`src/rtl/stw_pkg.sv`:
```
// Package: constants, carriers and helpers of the single-wire thermometer slave
package stw_pkg;

  // ==========================================================================
  // Clock and timing
  localparam int unsigned STW_CLK_HZ   = 125_000_000; // Core clock rate
  localparam int unsigned STW_TCONV_MS = 750;         // Full 12-bit conversion, ms
  localparam int unsigned STW_CONV_CYC = STW_TCONV_MS * (STW_CLK_HZ / 1000);

  // ==========================================================================
  // Link command codes
  localparam logic [7:0] STW_CMD_READ_ID = 8'h33; // Read identity
  localparam logic [7:0] STW_CMD_MATCH   = 8'h55; // Match identity
  localparam logic [7:0] STW_CMD_SKIP    = 8'hCC; // Skip identity
  localparam logic [7:0] STW_CMD_CONVERT = 8'h44; // Start conversion
  localparam logic [7:0] STW_CMD_RD_SP   = 8'hBE; // Read scratchpad
  localparam logic [7:0] STW_CMD_WR_SP   = 8'h4E; // Write scratchpad
  localparam logic [7:0] STW_CMD_COPY    = 8'h48; // Copy scratchpad to storage

  // ==========================================================================
  // Reset values and fixed patterns
  localparam logic [15:0] STW_TEMP_RST   = 16'h0550;      // +85 degrees
  localparam logic [1:0]  STW_RES_RST    = 2'h3;          // 12-bit resolution
  localparam logic [7:0]  STW_HAT_RST    = 8'h00;         // Stored high trigger
  localparam logic [7:0]  STW_LAT_RST    = 8'h00;         // Stored low trigger
  localparam logic [47:0] STW_SERIAL_RST = 48'h0000_0000_0001;
  localparam logic [7:0]  STW_SP_RSVD    = 8'hFF;         // Bytes 5 to 7
  localparam logic [4:0]  STW_CFG_ONES   = 5'h1F;         // Config bits 4:0
  localparam int unsigned STW_CFG_RES_LSB = 5;            // res_select_low
  localparam logic [7:0]  STW_CRC_POLY   = 8'h8C;         // Reflected x8+x5+x4+1

  // ==========================================================================
  // Register map (byte offsets)
  localparam logic [7:0] STW_OFS_SERIAL_LO = 8'h00;
  localparam logic [7:0] STW_OFS_SERIAL_HI = 8'h04;
  localparam logic [7:0] STW_OFS_SENSOR    = 8'h08;
  localparam logic [7:0] STW_OFS_STATUS    = 8'h0C;
  localparam logic [7:0] STW_OFS_TEMP      = 8'h10;
  localparam logic [7:0] STW_OFS_TRIG      = 8'h14;

  // Status register bit positions
  localparam int unsigned STW_ST_ALARM  = 0;
  localparam int unsigned STW_ST_BUSY   = 1;
  localparam int unsigned STW_ST_ACCESS = 2;
  localparam int unsigned STW_ST_RES    = 3; // Two bits
  localparam int unsigned STW_ST_SUPPLY = 5;

  // ==========================================================================
  // Carriers
  typedef struct packed {
    logic bus_reset; // Reset pulse seen on the wire
    logic wr_slot;   // Write slot decoded
    logic wr_bit;    // Bit of that write slot
    logic rd_slot;   // Read slot sampled now
  } stw_slot_t;

  typedef struct packed {
    logic presence;  // Presence answer
    logic rd_bit;    // Bit offered to the next read slot
  } stw_answer_t;

  // ==========================================================================
  // CRC helpers
  function automatic logic [7:0] stw_crc_step(input logic [7:0] crc, input logic b);
    logic [7:0] nxt;
    nxt = {1'b0, crc[7:1]};
    if (crc[0] ^ b)
      nxt = nxt ^ STW_CRC_POLY;
    return nxt;
  endfunction

  function automatic logic [7:0] stw_crc56(input logic [55:0] d);
    logic [7:0] crc;
    crc = 8'h00;
    for (int i = 0; i < 56; i++)
      crc = stw_crc_step(crc, d[i]);
    return crc;
  endfunction

endpackage

```
`src/rtl/stw_crc8.sv`:
```
// Serial CRC engine for the scratchpad stream
`timescale 1ns/1ps
`default_nettype none

module stw_crc8 (
  input  wire logic       hclk,    // Core clock
  input  wire logic       hresetn, // Async reset, active low
  input  wire logic       clear,   // Restart at zero
  input  wire logic       shift,   // Take one bit
  input  wire logic       din,     // Bit taken, LSB first
  output logic [7:0]      crc      // Running remainder
);
  import stw_pkg::*;

  // ==========================================================================
  // Shift register, cleared before every stream
  always_ff @(posedge hclk or negedge hresetn)
  begin
    if (!hresetn)
      crc <= 8'h00;
    else if (clear)
      crc <= 8'h00;
    else if (shift)
      crc <= stw_crc_step(crc, din);
  end

endmodule // stw_crc8

`default_nettype wire

```
`src/rtl/stw_thermo_slave.sv`:
```
// Single-wire thermometer slave: command engine, scratchpad, conversion, AHB-Lite
`timescale 1ns/1ps
`default_nettype none

// Notes on behaviour
// - function commands only after identity addressing
// - one function command per addressed access
// - start-conversion fills scratchpad bytes zero, one
// - temperature is 16-bit sign-extended two's complement
// - 9 to 12 bit resolution, default 12
// - unused low bits forced to zero
// - scratchpad-read returns the scratchpad contents
// - every byte moves LSB first
// - temperature resets to +85 degrees code
// - 12-bit code is degrees times sixteen
// - alarm compares integer part with 8-bit triggers
// - alarm flag updated after every conversion
// - alarm search answered only while alarming
// - triggers are stored bytes, usable as user
// - identity is family, serial, then CRC
// - CRC polynomial x8 + x5 + x4 + 1
// - supply query answers 0 parasite, 1 local
// - locally supplied devices convert together, traffic continues
// - CRC starts at zero, stored CRC gives zero
// - scratchpad byte layout, CRC in byte eight
// - resolution bits select time, halving per bit
// - read-identity sends family, serial and CRC
module stw_thermo_slave #(
  parameter logic [7:0]  FAMILY_CODE      = 8'h5A, // Arbitrary value
  parameter int unsigned CONV_CYCLES      = stw_pkg::STW_CONV_CYC,
  parameter logic [7:0]  CMD_SEARCH       = 8'hF0,
  parameter logic [7:0]  CMD_ALARM_SEARCH = 8'hEC,
  parameter logic [7:0]  CMD_READ_SUPPLY  = 8'hB4,
  parameter logic [7:0]  CMD_RECALL       = 8'hB8
) (
  input  wire logic                  hclk,
  input  wire logic                  hresetn,
  input  wire logic                  hsel,
  input  wire logic [31:0]           haddr,
  input  wire logic [1:0]            htrans,
  input  wire logic                  hwrite,
  input  wire logic [2:0]            hsize,
  input  wire logic [31:0]           hwdata,
  input  wire logic                  hready,
  output logic                       hreadyout,
  output logic                       hresp,
  output logic [31:0]                hrdata,
  input  wire stw_pkg::stw_slot_t    slot_in,
  output var  stw_pkg::stw_answer_t  answer,
  input  wire logic                  local_supply_pin
);
  import stw_pkg::*;

  // ==========================================================================
  // Command engine states
  typedef enum logic [9:0] {
    S_IDLE   = 10'b0000000001, // Deaf until next bus reset
    S_ROMCMD = 10'b0000000010, // Collect identity command
    S_ROMTX  = 10'b0000000100, // Send identity
    S_MATCH  = 10'b0000001000, // Compare identity
    S_SEARCH = 10'b0000010000, // Search triplets
    S_FUNCMD = 10'b0000100000, // Collect function command
    S_SPTX   = 10'b0001000000, // Send scratchpad
    S_SPRX   = 10'b0010000000, // Take trigger and config bytes
    S_STATTX = 10'b0100000000, // Answer status read slots
    S_DONE   = 10'b1000000000  // Command over, slots read as 1
  } stw_state_t;

  stw_state_t  state_q;      // Engine state
  logic [6:0]  cnt_q;        // Bit counter within a stream
  logic [1:0]  phase_q;      // Search triplet phase
  logic [7:0]  rx_q;         // Command shift register
  logic        miss_q;       // Identity mismatch seen
  logic        stat_conv_q;  // Status slots show conversion
  logic [15:0] temp_q;       // Temperature register
  logic        alarm_q;      // Alarm flag
  logic [7:0]  sp_hat_q;     // Scratch high_alarm_trigger
  logic [7:0]  sp_lat_q;     // Scratch low_alarm_trigger
  logic [1:0]  sp_res_q;     // {res_select_high, res_select_low}
  logic [7:0]  nv_hat_q;     // Stored high_alarm_trigger
  logic [7:0]  nv_lat_q;     // Stored low_alarm_trigger
  logic [1:0]  nv_res_q;     // Stored resolution
  logic        busy_q;       // Conversion running
  logic [31:0] conv_cnt_q;   // Conversion timer
  logic [47:0] serial_q;     // Serial number
  logic [15:0] sensor_q;     // Raw sensor reading
  logic        wr_pend_q;    // AHB write in data phase
  logic [7:0]  wr_addr_q;    // Its offset
  logic        presence_q;   // Presence answer
  logic        rd_bit_q;     // Bit for next read slot

  // ==========================================================================
  // Derived values
  logic [63:0] rom_word;     // Identity, bit 0 sent first
  logic        rom_bit;      // Identity bit at counter
  logic [7:0]  rx_next;      // Command byte with new bit
  logic        byte_done;    // Eighth bit of a byte written
  logic        fun_go;       // Function command complete
  logic        conv_start;   // Start-conversion accepted
  logic        copy_go;      // Copy to storage
  logic        recall_go;    // Recall from storage
  logic [7:0]  cfg_byte;     // Config as read back
  logic [7:0]  sp_byte;      // Scratchpad byte at counter
  logic        tx_bit;       // Bit to offer next
  logic [7:0]  crc;          // Scratchpad CRC
  logic [31:0] conv_target;  // Cycles for this resolution
  logic [15:0] temp_new;     // Masked result
  logic signed [11:0] t_int; // Integer degrees
  logic signed [11:0] t_hi;  // High trigger, sign extended
  logic signed [11:0] t_lo;  // Low trigger, sign extended
  logic        ap_valid;     // AHB address phase taken
  logic [31:0] rd_mux;       // AHB read value

  assign rom_word = {stw_crc56({serial_q, FAMILY_CODE}), serial_q, FAMILY_CODE};
  assign rom_bit  = rom_word[cnt_q[5:0]];
  assign rx_next  = {slot_in.wr_bit, rx_q[7:1]};
  assign byte_done = slot_in.wr_slot && (cnt_q[2:0] == 3'h7);
  assign fun_go     = (state_q == S_FUNCMD) && byte_done;
  assign conv_start = fun_go && (rx_next == STW_CMD_CONVERT);
  assign copy_go    = fun_go && (rx_next == STW_CMD_COPY);
  assign recall_go  = fun_go && (rx_next == CMD_RECALL);
  assign cfg_byte   = {1'b0, sp_res_q, STW_CFG_ONES};

  // ==========================================================================
  // Scratchpad byte selection
  always_comb
  begin
    unique case (cnt_q[5:3])
      3'h0:    sp_byte = temp_q[7:0];
      3'h1:    sp_byte = temp_q[15:8];
      3'h2:    sp_byte = sp_hat_q;
      3'h3:    sp_byte = sp_lat_q;
      3'h4:    sp_byte = cfg_byte;
      default: sp_byte = STW_SP_RSVD;
    endcase
  end

  // ==========================================================================
  // Bit offered to the next read slot; idle wire reads as 1
  always_comb
  begin
    tx_bit = 1'b1;
    unique case (state_q)
      S_ROMTX:  tx_bit = rom_bit;
      S_SEARCH: tx_bit = (phase_q == 2'h0) ? rom_bit : !rom_bit;
      S_SPTX:   tx_bit = cnt_q[6] ? crc[cnt_q[2:0]] : sp_byte[cnt_q[2:0]];
      S_STATTX: tx_bit = stat_conv_q ? !busy_q : local_supply_pin;
      default:  tx_bit = 1'b1;
    endcase
  end

  // ==========================================================================
  // Scratchpad CRC: cleared at the read command, fed with the 64 sent data bits
  stw_crc8 u_crc (
    .hclk    (hclk),
    .hresetn (hresetn),
    .clear   (fun_go && (rx_next == STW_CMD_RD_SP)),
    .shift   ((state_q == S_SPTX) && slot_in.rd_slot && !cnt_q[6]),
    .din     (tx_bit),
    .crc     (crc)
  );

  // ==========================================================================
  // Command engine
  always_ff @(posedge hclk or negedge hresetn)
  begin
    if (!hresetn)
    begin
      state_q     <= S_IDLE;
      cnt_q       <= 7'h00;
      phase_q     <= 2'h0;
      rx_q        <= 8'h00;
      miss_q      <= 1'b0;
      stat_conv_q <= 1'b0;
    end
    else if (slot_in.bus_reset)
    begin
      // Any reset pulse drops the current command
      state_q <= S_ROMCMD;
      cnt_q   <= 7'h00;
      phase_q <= 2'h0;
      miss_q  <= 1'b0;
    end
    else
    begin
      unique case (state_q)
        S_IDLE, S_DONE, S_STATTX:
        begin
          // Wait for the next bus reset
        end
        S_ROMCMD:
        begin
          if (slot_in.wr_slot)
          begin
            rx_q  <= rx_next;
            cnt_q <= byte_done ? 7'h00 : cnt_q + 7'h01;
          end
          if (byte_done)
          begin
            if (rx_next == STW_CMD_READ_ID)
              state_q <= S_ROMTX;
            else if (rx_next == STW_CMD_MATCH)
              state_q <= S_MATCH;
            else if (rx_next == CMD_SEARCH)
              state_q <= S_SEARCH;
            else if (rx_next == STW_CMD_SKIP)
              state_q <= S_FUNCMD;
            else if (rx_next == CMD_ALARM_SEARCH)
              state_q <= alarm_q ? S_SEARCH : S_IDLE;
            else
              state_q <= S_IDLE;
          end
        end
        S_ROMTX:
        begin
          if (slot_in.rd_slot)
          begin
            cnt_q <= (cnt_q == 7'd63) ? 7'h00 : cnt_q + 7'h01;
            if (cnt_q == 7'd63)
              state_q <= S_FUNCMD;
          end
        end
        S_MATCH:
        begin
          if (slot_in.wr_slot)
          begin
            cnt_q  <= (cnt_q == 7'd63) ? 7'h00 : cnt_q + 7'h01;
            miss_q <= miss_q || (slot_in.wr_bit != rom_bit);
            if (cnt_q == 7'd63)
              state_q <= (miss_q || (slot_in.wr_bit != rom_bit)) ? S_IDLE : S_FUNCMD;
          end
        end
        S_SEARCH:
        begin
          // Bit, complement, then the master's chosen direction
          if (slot_in.rd_slot && (phase_q != 2'h2))
            phase_q <= phase_q + 2'h1;
          else if (slot_in.wr_slot && (phase_q == 2'h2))
          begin
            phase_q <= 2'h0;
            cnt_q   <= (cnt_q == 7'd63) ? 7'h00 : cnt_q + 7'h01;
            if (slot_in.wr_bit != rom_bit)
              state_q <= S_IDLE;
            else if (cnt_q == 7'd63)
              state_q <= S_FUNCMD;
          end
        end
        S_FUNCMD:
        begin
          if (slot_in.wr_slot)
          begin
            rx_q  <= rx_next;
            cnt_q <= byte_done ? 7'h00 : cnt_q + 7'h01;
          end
          if (byte_done)
          begin
            if (rx_next == STW_CMD_CONVERT)
            begin
              state_q     <= S_STATTX;
              stat_conv_q <= 1'b1;
            end
            else if (rx_next == CMD_READ_SUPPLY)
            begin
              state_q     <= S_STATTX;
              stat_conv_q <= 1'b0;
            end
            else if (rx_next == STW_CMD_RD_SP)
              state_q <= S_SPTX;
            else if (rx_next == STW_CMD_WR_SP)
              state_q <= S_SPRX;
            else if ((rx_next == STW_CMD_COPY) || (rx_next == CMD_RECALL))
              state_q <= S_DONE;
            else
              state_q <= S_IDLE;
          end
        end
        S_SPTX:
        begin
          if (slot_in.rd_slot)
          begin
            cnt_q <= cnt_q + 7'h01;
            if (cnt_q == 7'd71)
              state_q <= S_DONE;
          end
        end
        S_SPRX:
        begin
          if (slot_in.wr_slot)
          begin
            rx_q  <= rx_next;
            cnt_q <= cnt_q + 7'h01;
            if (cnt_q == 7'd23)
              state_q <= S_DONE;
          end
        end
        default:
          state_q <= S_IDLE;
      endcase
    end
  end

  // ==========================================================================
  // Scratchpad trigger and config bytes
  always_ff @(posedge hclk or negedge hresetn)
  begin
    if (!hresetn)
    begin
      sp_hat_q <= STW_HAT_RST;
      sp_lat_q <= STW_LAT_RST;
      sp_res_q <= STW_RES_RST;
    end
    else if (recall_go)
    begin
      sp_hat_q <= nv_hat_q;
      sp_lat_q <= nv_lat_q;
      sp_res_q <= nv_res_q;
    end
    else if ((state_q == S_SPRX) && byte_done && !slot_in.bus_reset)
    begin
      // Config bits other than resolution are fixed on read-back
      unique case (cnt_q[4:3])
        2'h0:    sp_hat_q <= rx_next;
        2'h1:    sp_lat_q <= rx_next;
        default: sp_res_q <= rx_next[STW_CFG_RES_LSB +: 2];
      endcase
    end
  end

  // ==========================================================================
  // Stored triggers and config, loaded by copy
  always_ff @(posedge hclk or negedge hresetn)
  begin
    if (!hresetn)
    begin
      nv_hat_q <= STW_HAT_RST;
      nv_lat_q <= STW_LAT_RST;
      nv_res_q <= STW_RES_RST;
    end
    else if (copy_go)
    begin
      nv_hat_q <= sp_hat_q;
      nv_lat_q <= sp_lat_q;
      nv_res_q <= sp_res_q;
    end
  end

  // ==========================================================================
  // Conversion: time halves per resolution bit removed
  assign conv_target = CONV_CYCLES >> ~sp_res_q;
  assign temp_new    = sensor_q & (16'hFFFF << ~sp_res_q);
  assign t_int       = temp_new[15:4];
  assign t_hi        = {{4{sp_hat_q[7]}}, sp_hat_q};
  assign t_lo        = {{4{sp_lat_q[7]}}, sp_lat_q};

  always_ff @(posedge hclk or negedge hresetn)
  begin
    if (!hresetn)
    begin
      busy_q     <= 1'b0;
      conv_cnt_q <= 32'h0000_0000;
      temp_q     <= STW_TEMP_RST;
      alarm_q    <= 1'b0;
    end
    else if (conv_start && !busy_q)
    begin
      busy_q     <= 1'b1;
      conv_cnt_q <= 32'h0000_0000;
    end
    else if (busy_q)
    begin
      if (conv_cnt_q + 32'h1 >= conv_target)
      begin
        busy_q  <= 1'b0;
        temp_q  <= temp_new;
        alarm_q <= (t_int > t_hi) || (t_int < t_lo);
      end
      else
        conv_cnt_q <= conv_cnt_q + 32'h1;
    end
  end

  // ==========================================================================
  // Link answers, registered
  always_ff @(posedge hclk or negedge hresetn)
  begin
    if (!hresetn)
    begin
      presence_q <= 1'b0;
      rd_bit_q   <= 1'b1;
    end
    else
    begin
      presence_q <= slot_in.bus_reset;
      rd_bit_q   <= tx_bit;
    end
  end

  assign answer = '{presence: presence_q, rd_bit: rd_bit_q};

  // ==========================================================================
  // AHB-Lite slave, zero wait states, always OKAY
  assign ap_valid  = hsel && hready && htrans[1];
  assign hreadyout = 1'b1;
  assign hresp     = 1'b0;

  // Read value of the addressed word; unmapped reads as zero
  always_comb
  begin
    rd_mux = 32'h0000_0000;
    if (haddr[31:8] == 24'h00_0000)
    begin
      unique case (haddr[7:0])
        STW_OFS_SERIAL_LO: rd_mux = serial_q[31:0];
        STW_OFS_SERIAL_HI: rd_mux = {16'h0000, serial_q[47:32]};
        STW_OFS_SENSOR:    rd_mux = {16'h0000, sensor_q};
        STW_OFS_STATUS:
        begin
          rd_mux[STW_ST_ALARM]       = alarm_q;
          rd_mux[STW_ST_BUSY]        = busy_q;
          rd_mux[STW_ST_ACCESS]      = (state_q == S_FUNCMD);
          rd_mux[STW_ST_RES +: 2]    = sp_res_q;
          rd_mux[STW_ST_SUPPLY]      = local_supply_pin;
        end
        STW_OFS_TEMP:      rd_mux = {16'h0000, temp_q};
        STW_OFS_TRIG:      rd_mux = {8'h00, cfg_byte, sp_lat_q, sp_hat_q};
        default:           rd_mux = 32'h0000_0000;
      endcase
    end
  end

  // Address phase capture and registered read data
  always_ff @(posedge hclk or negedge hresetn)
  begin
    if (!hresetn)
    begin
      wr_pend_q <= 1'b0;
      wr_addr_q <= 8'h00;
      hrdata    <= 32'h0000_0000;
    end
    else
    begin
      wr_pend_q <= ap_valid && hwrite && (haddr[31:8] == 24'h00_0000) && (hsize == 3'h2);
      wr_addr_q <= haddr[7:0];
      hrdata    <= (ap_valid && !hwrite) ? rd_mux : 32'h0000_0000;
    end
  end

  // Data phase writes; serial and sensor feed the link logic
  always_ff @(posedge hclk or negedge hresetn)
  begin
    if (!hresetn)
    begin
      serial_q <= STW_SERIAL_RST;
      sensor_q <= STW_TEMP_RST;
    end
    else if (wr_pend_q)
    begin
      if (wr_addr_q == STW_OFS_SERIAL_LO)
        serial_q[31:0] <= hwdata;
      else if (wr_addr_q == STW_OFS_SERIAL_HI)
        serial_q[47:32] <= hwdata[15:0];
      else if (wr_addr_q == STW_OFS_SENSOR)
        sensor_q <= hwdata[15:0];
    end
  end

endmodule // stw_thermo_slave

`default_nettype wire

```
`config.mk`:
```
export PLATFORM = sky130hd
export DESIGN_NAME = stw_thermo_slave
export DESIGN_NICKNAME = d
export VERILOG_FILES = /design/src/rtl/stw_pkg.sv /design/src/rtl/stw_crc8.sv /design/src/rtl/stw_thermo_slave.sv
export SDC_FILE = /design/constraint.sdc
export NUM_CORES = 1
export LEC_CHECK = 0
export BUFFER_PORTS_ARGS = -buffer_cell sky130_fd_sc_hd__buf_4
export CAP_MARGIN = 20
export CORE_ASPECT_RATIO = 2
export CORE_MARGIN = 2
export CORE_UTILIZATION = 64
export CTS_BUF_LIST = sky130_fd_sc_hd__clkbuf_8
export DETAILED_ROUTE_END_ITERATION = 7
export PLACE_DENSITY = 0.95
export SYNTH_ARGS = -nofsm -noshare
export SYNTH_HDL_FRONTEND = slang
export SYNTH_HIERARCHICAL = 1
export SYNTH_SLANG_ARGS = --single-unit
```
`constraint.sdc`:
```
create_clock -name hclk -period 12.9 [get_ports hclk]
set_clock_uncertainty 0.2 [all_clocks]
set_input_delay 1.935 -clock hclk [delete_from_list [all_inputs] [get_ports hclk]]
set_output_delay 1.935 -clock hclk [all_outputs]
set_load 0.02 [all_outputs]
```
## Yosys cells after proc, flatten, opt, wreduce, memory -nomap -nowiden

Index checks and enable logic that the tools add are counted.

- Flip-flop bits (word level): 230
- Output and inout port bits: 36

- Add/subtract/negate cells: 3
- Order comparisons: 5
- Equal/unequal tests: 56
- Shifts and indexed selects: 2
- Muxes and demuxes: 128
- Bitwise gates (word level): 102
- Reduce and logical (&&, ||, !) cells: 62

Operators with widths:

| cell | number |
|---|---|
| two-way mux 8 bit | 57 |
| two-way mux 10 bit | 19 |
| two-way mux 32 bit | 5 |
| NOT 2 -> 3 bit | 48 |
| one-hot mux 26 bit (5 select lines) | 1 |
| one-hot mux 10 bit (8 select lines) | 1 |
| two-way mux 7 bit | 10 |
| equality test 8 bit, second input constant | 6 |
| XOR 1 bit | 48 |
| one-hot mux 7 bit (6 select lines) | 1 |
| one-hot mux 8 bit (5 select lines) | 1 |
| one-hot mux 6 bit (6 select lines) | 1 |
| adder 32 x 1 -> 32 bit, second input constant | 1 |
| equality test 8 x 7 -> 1 bit, second input constant | 4 |
| greater-or-equal comparator 32 bit | 1 |
| >> shifter 27 x 2 -> 32 bit, first input constant | 1 |
| two-way mux 6 bit | 5 |
| != test 3 bit, second input constant | 10 |
| equality test 8 x 4 -> 1 bit, second input constant | 3 |
| logical NOT 24 bit | 1 |
| logical AND 1 bit | 19 |
| nonzero test 2 bit | 9 |
| AND 16 bit | 1 |
| equality test 8 x 3 -> 1 bit, second input constant | 2 |
| 54 further kinds | 103 |

## Longest topological paths before layout

- Depth in word-level cells: 104
- Gate-level depth with buffers: 24
- Depth with buffers taken out: 23

## Hierarchy

Netlist, hierarchy kept.

By module, submodules not included:

| module | instances | cells each | area each (µm²) | seq. area each (µm²) |
|---|---|---|---|---|
| stw_thermo_slave | 1 | 1250 | 13615.6 | 5549.1 |
| stw_crc8 | 1 | 32 | 372.9 | 200.2 |

## Worst setup path before layout

No wires, ideal clock.

- Path kind: reg-to-reg
- From: register serial_q[0]
- To: register u_crc.crc[2]
- Setup time: 0.104 ns
- Arrival time: 4.834 ns
- Slack: 7.762 ns
- Cell stages (with the launch flop): 18
- Clock period less this slack: 5.138 ns
- Path through: dfstp_2 > xnor2_1 > xnor3_2 > xor3_1 > xnor3_1 > xnor3_2 > xnor3_2 > xor3_1 > mux2i_1 > xor2_1 > mux2i_1 > a21oi_2 > a21oi_2 > xor2_1 > o21ai_1 > xnor2_1 > or4_1 > o311ai_1

- Cells in the longest elaborated chain, start to end: 80
- Elaborated cells between the ends (all ways): 145

RTL lines:

| item | line | text |
|---|---|---|
| from (decl) | stw_thermo_slave.sv:85 | `logic [47:0] serial_q;` |
| from (signal assigned) | stw_thermo_slave.sv:459 | `serial_q[31:0] <= hwdata;` |
| two-way mux 8 bit | stw_pkg.sv:67 | `if (crc[0] ^ b)` |
| two-way mux 8 bit / NOT 2 -> 3 bit (equally long branches) | -- |  |
| two-way mux 8 bit | stw_pkg.sv:67 |  |
| XOR 1 bit / two-way mux 8 bit (equally long branches) | stw_pkg.sv:67 |  |
| two-way mux 8 bit | stw_pkg.sv:67 |  |
| two-way mux 8 bit (tied with other cells) | stw_pkg.sv:67 |  |
| two-way mux 8 bit | stw_pkg.sv:67 |  |
| XOR 1 bit (tied with other cells) | stw_pkg.sv:67 |  |
| (+65 left out) | -- |  |
| logical NOT 1 bit | stw_thermo_slave.sv:145 | `S_SEARCH: tx_bit = (phase_q == 2'h0) ? rom_bit : !rom_bit;` |
| two-way mux 1 bit | stw_thermo_slave.sv:145 |  |
| one-hot mux 1 bit (4 select lines) (*) | stw_thermo_slave.sv:143 | `unique case (state_q)` |
| net tx_bit | stw_thermo_slave.sv:104 | `logic tx_bit;` |
| XOR 1 bit (*) | stw_pkg.sv:67 |  |
| two-way mux 8 bit (*) | stw_pkg.sv:67 |  |
| two-way mux 8 bit (*) | stw_crc8.sv:23 | `else if (shift)` |
| two-way mux 8 bit (*) | stw_crc8.sv:21 | `else if (clear)` |
| to (signal assigned) | stw_crc8.sv:24 | `crc <= stw_crc_step(crc, din);` |
| to (decl) | stw_crc8.sv:11 | `output logic [7:0] crc` |

Mark *: on every way through the listed nets, which the timed path passes. The rest lies on a longest branch. The select of a mux whose other input is x is not followed.
A chain may end at the register's enable or synchronous reset.

## Final worst setup path

Ends and elaborated chain as after synthesis.

==> results.yml <==
power:
  p_comb_share_pct: 13.7
  p_leak_nw: 7.312
  power.density_nw_per_um2: 107.6
  power_switching_uw: 486.0
  p_int_mw: 1.217
  clockPowerShare_pct: 39.5
  switching_share_pct: 28.54
  ir_drop_mv: 0.09662
  p_seq_share_pct: 46.8
detailed_routing:
  dr_wl_met3_um: 2579
  route.detailed.drc: 0
  vias_per_cell: 6.673
  ant_nets: 0
  routed.top_layer: "met4"
  drt-initial-drc-count: 1027
  wirelength_um: 40860
  drt-met1-wl_um: 13000
  route.met2.wl_um: 21190
  wire_per_inst_um: 24.35
  vias: 11200
  firstDrtPassIters: 8
yosys:
  synth_area_leaders: "dfrtp_1 38%, mux2_2 8.1%, ha_1 5.1%"
  synth.top_cell.area_share_pct: 38.28
  synth_cells: 1282
  netlist_area_um2: 13990
  synth_edf_count: 0
  ys.flop_type: "dfrtp_1"
  asyncSetResetFlopFracSynth_pct: 100.0
  synthTopCellsByCount: "214 x dfrtp_1, 100 x mux2_2, 98 x nor2_1, 75 x nand2_1, 66 x xnor2_1"
  yosysTopAreaCell: "dfrtp_1"
  yosysWarningCount: 6
  synth-seq-area-share_pct: 41.10
  syn_avg_cell_area_um2: 10.91
  yosysUniqueCellTypes: 75
  synth-seq-cells: 229
  synth_most_common_cell: "dfrtp_1"
  synth_nets: 1418
clocking:
  cts_tree: "built"
  clk_pin_slew_ps: 70
  cts_buffer_depth: 3
  insertion_delay_ps: 550
  clockRootBuffer: "clkbuf_8"
  post_cts_buffers: 0
  cts.hold.buffers_added: 0
  ctsHtreeMaxLevel: 2
  cts-resized-gates: 0
  cts_buffers: 35
  cts_num_sinks: 229
layout:
  area_delta_synth_final_pct: 13.13
  diodes: 0
  nNetsFinal: 1515
  fillers: 1433
  layout-drive-gt1-share_pct: 24.77
timing:
  period_needed_ps: 5783
  rsz0062_at_grt: "no"
  finalHoldViolations: 0
  drv_slew: 0
  slew_headroom_pct: 29.65
  holdWs_ps: 291.2
  setup_viol: 0
  worstMarginPinSlew_ps: 1055
  min_period_over_period_pct: 44.83
  fmax_ghz: 0.1729
  fin_tns_setup_ps: 0
critical_path:
  arrival_ps: 6030
  required_ps: 13140
  worst_setup_path_start_kind: "register"
  worst_setup_path_end_kind: "register"
  cp_max_fo: 5
  worstSetupPathType: "reg2reg"
global_routing:
  grt_remaining_overflow: 0
  grt_first_pass_wirelength_um: 64000
  track_usage_pct: 36.80
  grt_pass1_vias: 11850
  grt_start_max_net_pins: 100
  antenna_found_initial: 0
floorplan:
  core.rowCount: 76
  ioPinCount: 115
  core_area_um2: 21490
  die_w_um: 108.5
  dieArea_um2: 23130
  start_util_pct: 65.09
  fp.dieH_um: 213.1
run_status:
  status: "finished, final reports clean"
worst_hold_path:
  hold_path_class: "reg2reg"
place:
  hpwl_um: 29610
  gp_congestion: 1.021
  port_buffers: 111
flow_run:
  maxCapViolCount: 0
## metal layers
metal  global-route usage, %  vias to the layer above
met2                   64.42                      601
met5                       0                        -
met3                   7.143                      261
met1                   36.31                     5477
li1                        -                     4858
met4                   31.21                        0
## per-stage QoR
stage	instance area (um^2)	util (%)	worst slack, ps	power [mW]	cells
global route	15830	73.64	6816	1.761	1678
finish	15830	73.64	7117	1.703	1678
CTS	15820	73.60	7150	1.700	1677
floorplan	13990	-	7762	0.9482	1282
detailed placement	15030	69.96	7195	1.033	1614
global placement	15030	69.96	7280	1.025	1614
## worst max-delay path, cell delays in order (launching register included)
cell and delay (ps):
dfstp_2 640, xnor2_1 190, xnor3_2 540, xor3_1 440, xor2_1 240, xnor3_1 520
xnor3_2 490, xnor3_1 440, mux2i_1 170, xor2_1 90, mux2i_1 170, a21oi_2 80
a21oi_2 310, xor2_1 110, o21ai_1 300, xnor2_1 200, or4_1 420, o311ai_1 90
## placed cells by master (no fill, tap or decap), types with 44 or more instances in the layout
cell | Yosys | routed
ha_1 | 57 | 57
xnor2_1 | 66 | 66
a21oi_1 | 57 | 57
dfrtp_1 | 214 | 214
nor2_1 | 98 | 97
clkbuf_8 | 0 | 50
mux2_2 | 100 | 100
buf_4 | 5 | 127
inv_1 | 41 | 44
nand2_1 | 75 | 75
## worst paths after layout
path / startpoint / to / slack [ps] / cells past startpoint
setup / recovery: serial_q[0]$_DFFE_PN1P_ / u_crc/crc[2]$_DFFE_PN0P_ / 7120 / 17
hold / removal: nv_lat_q[2]$_DFFE_PN0P_ / sp_lat_q[2]$_DFFE_PN0P_ / 290 / 2
setup reg to reg: serial_q[0]$_DFFE_PN1P_ / u_crc/crc[2]$_DFFE_PN0P_ / 7120 / 17
hold reg to reg: nv_lat_q[2]$_DFFE_PN0P_ / sp_lat_q[2]$_DFFE_PN0P_ / 290 / 2
max in group asynchronous: hresetn / u_crc/crc[6]$_DFFE_PN0P_ / 9860 / 2
min in group asynchronous: hresetn / hrdata[4]$_DFF_PN0_ / 1220 / 1
## logic make-up (layout without fill, tap and decap cells)
logic type / Yosys count / after routing / synth area share [%]
adder cells (fa/ha/maj): 57 / 57 / 5.098
other: 2 / 2 / 0.05369
multiplexers: 166 / 166 / 14.81
AND/OR/NAND/NOR: 351 / 351 / 12.60
buffers and inverters: 110 / 233 / 3.193
AO/OA/AOI/OAI: 233 / 233 / 11.26
XOR/XNOR: 134 / 134 / 11.88
flip-flops: 229 / 229 / 41.10
## power groups by stage
stage	clock, mW	combinational (mW)	sequential (mW)
5_1_grt	0.708	0.256	0.797
3_5_place_dp	0	0.228	0.805
3_3_place_gp	0	0.222	0.803
6_report	0.672	0.234	0.797
2_1_floorplan	0	0.184	0.764
4_1_cts	0.677	0.231	0.792
## area by class of cell
class | instances | area (um^2) | area share (%)
multi-input cells | 943 | 7825 | 49.45
inverters | 42 | 157.7 | 0.9962
clock inverters | 13 | 95.09 | 0.6009
well taps | 273 | 341.6 | 2.158
flip-flops and latches | 229 | 5749 | 36.33
clock buffers | 50 | 688.2 | 4.349
repair buffers | 128 | 968.4 | 6.120
## flip-flops by register name (all words and copies together), names as in the netlist, 10 cells and up
name        cells
state_q        10
hrdata         32
serial_q       48
sensor_q       16
conv_cnt_q     32
temp_q         16
Power figures use the tool's default switching activity.
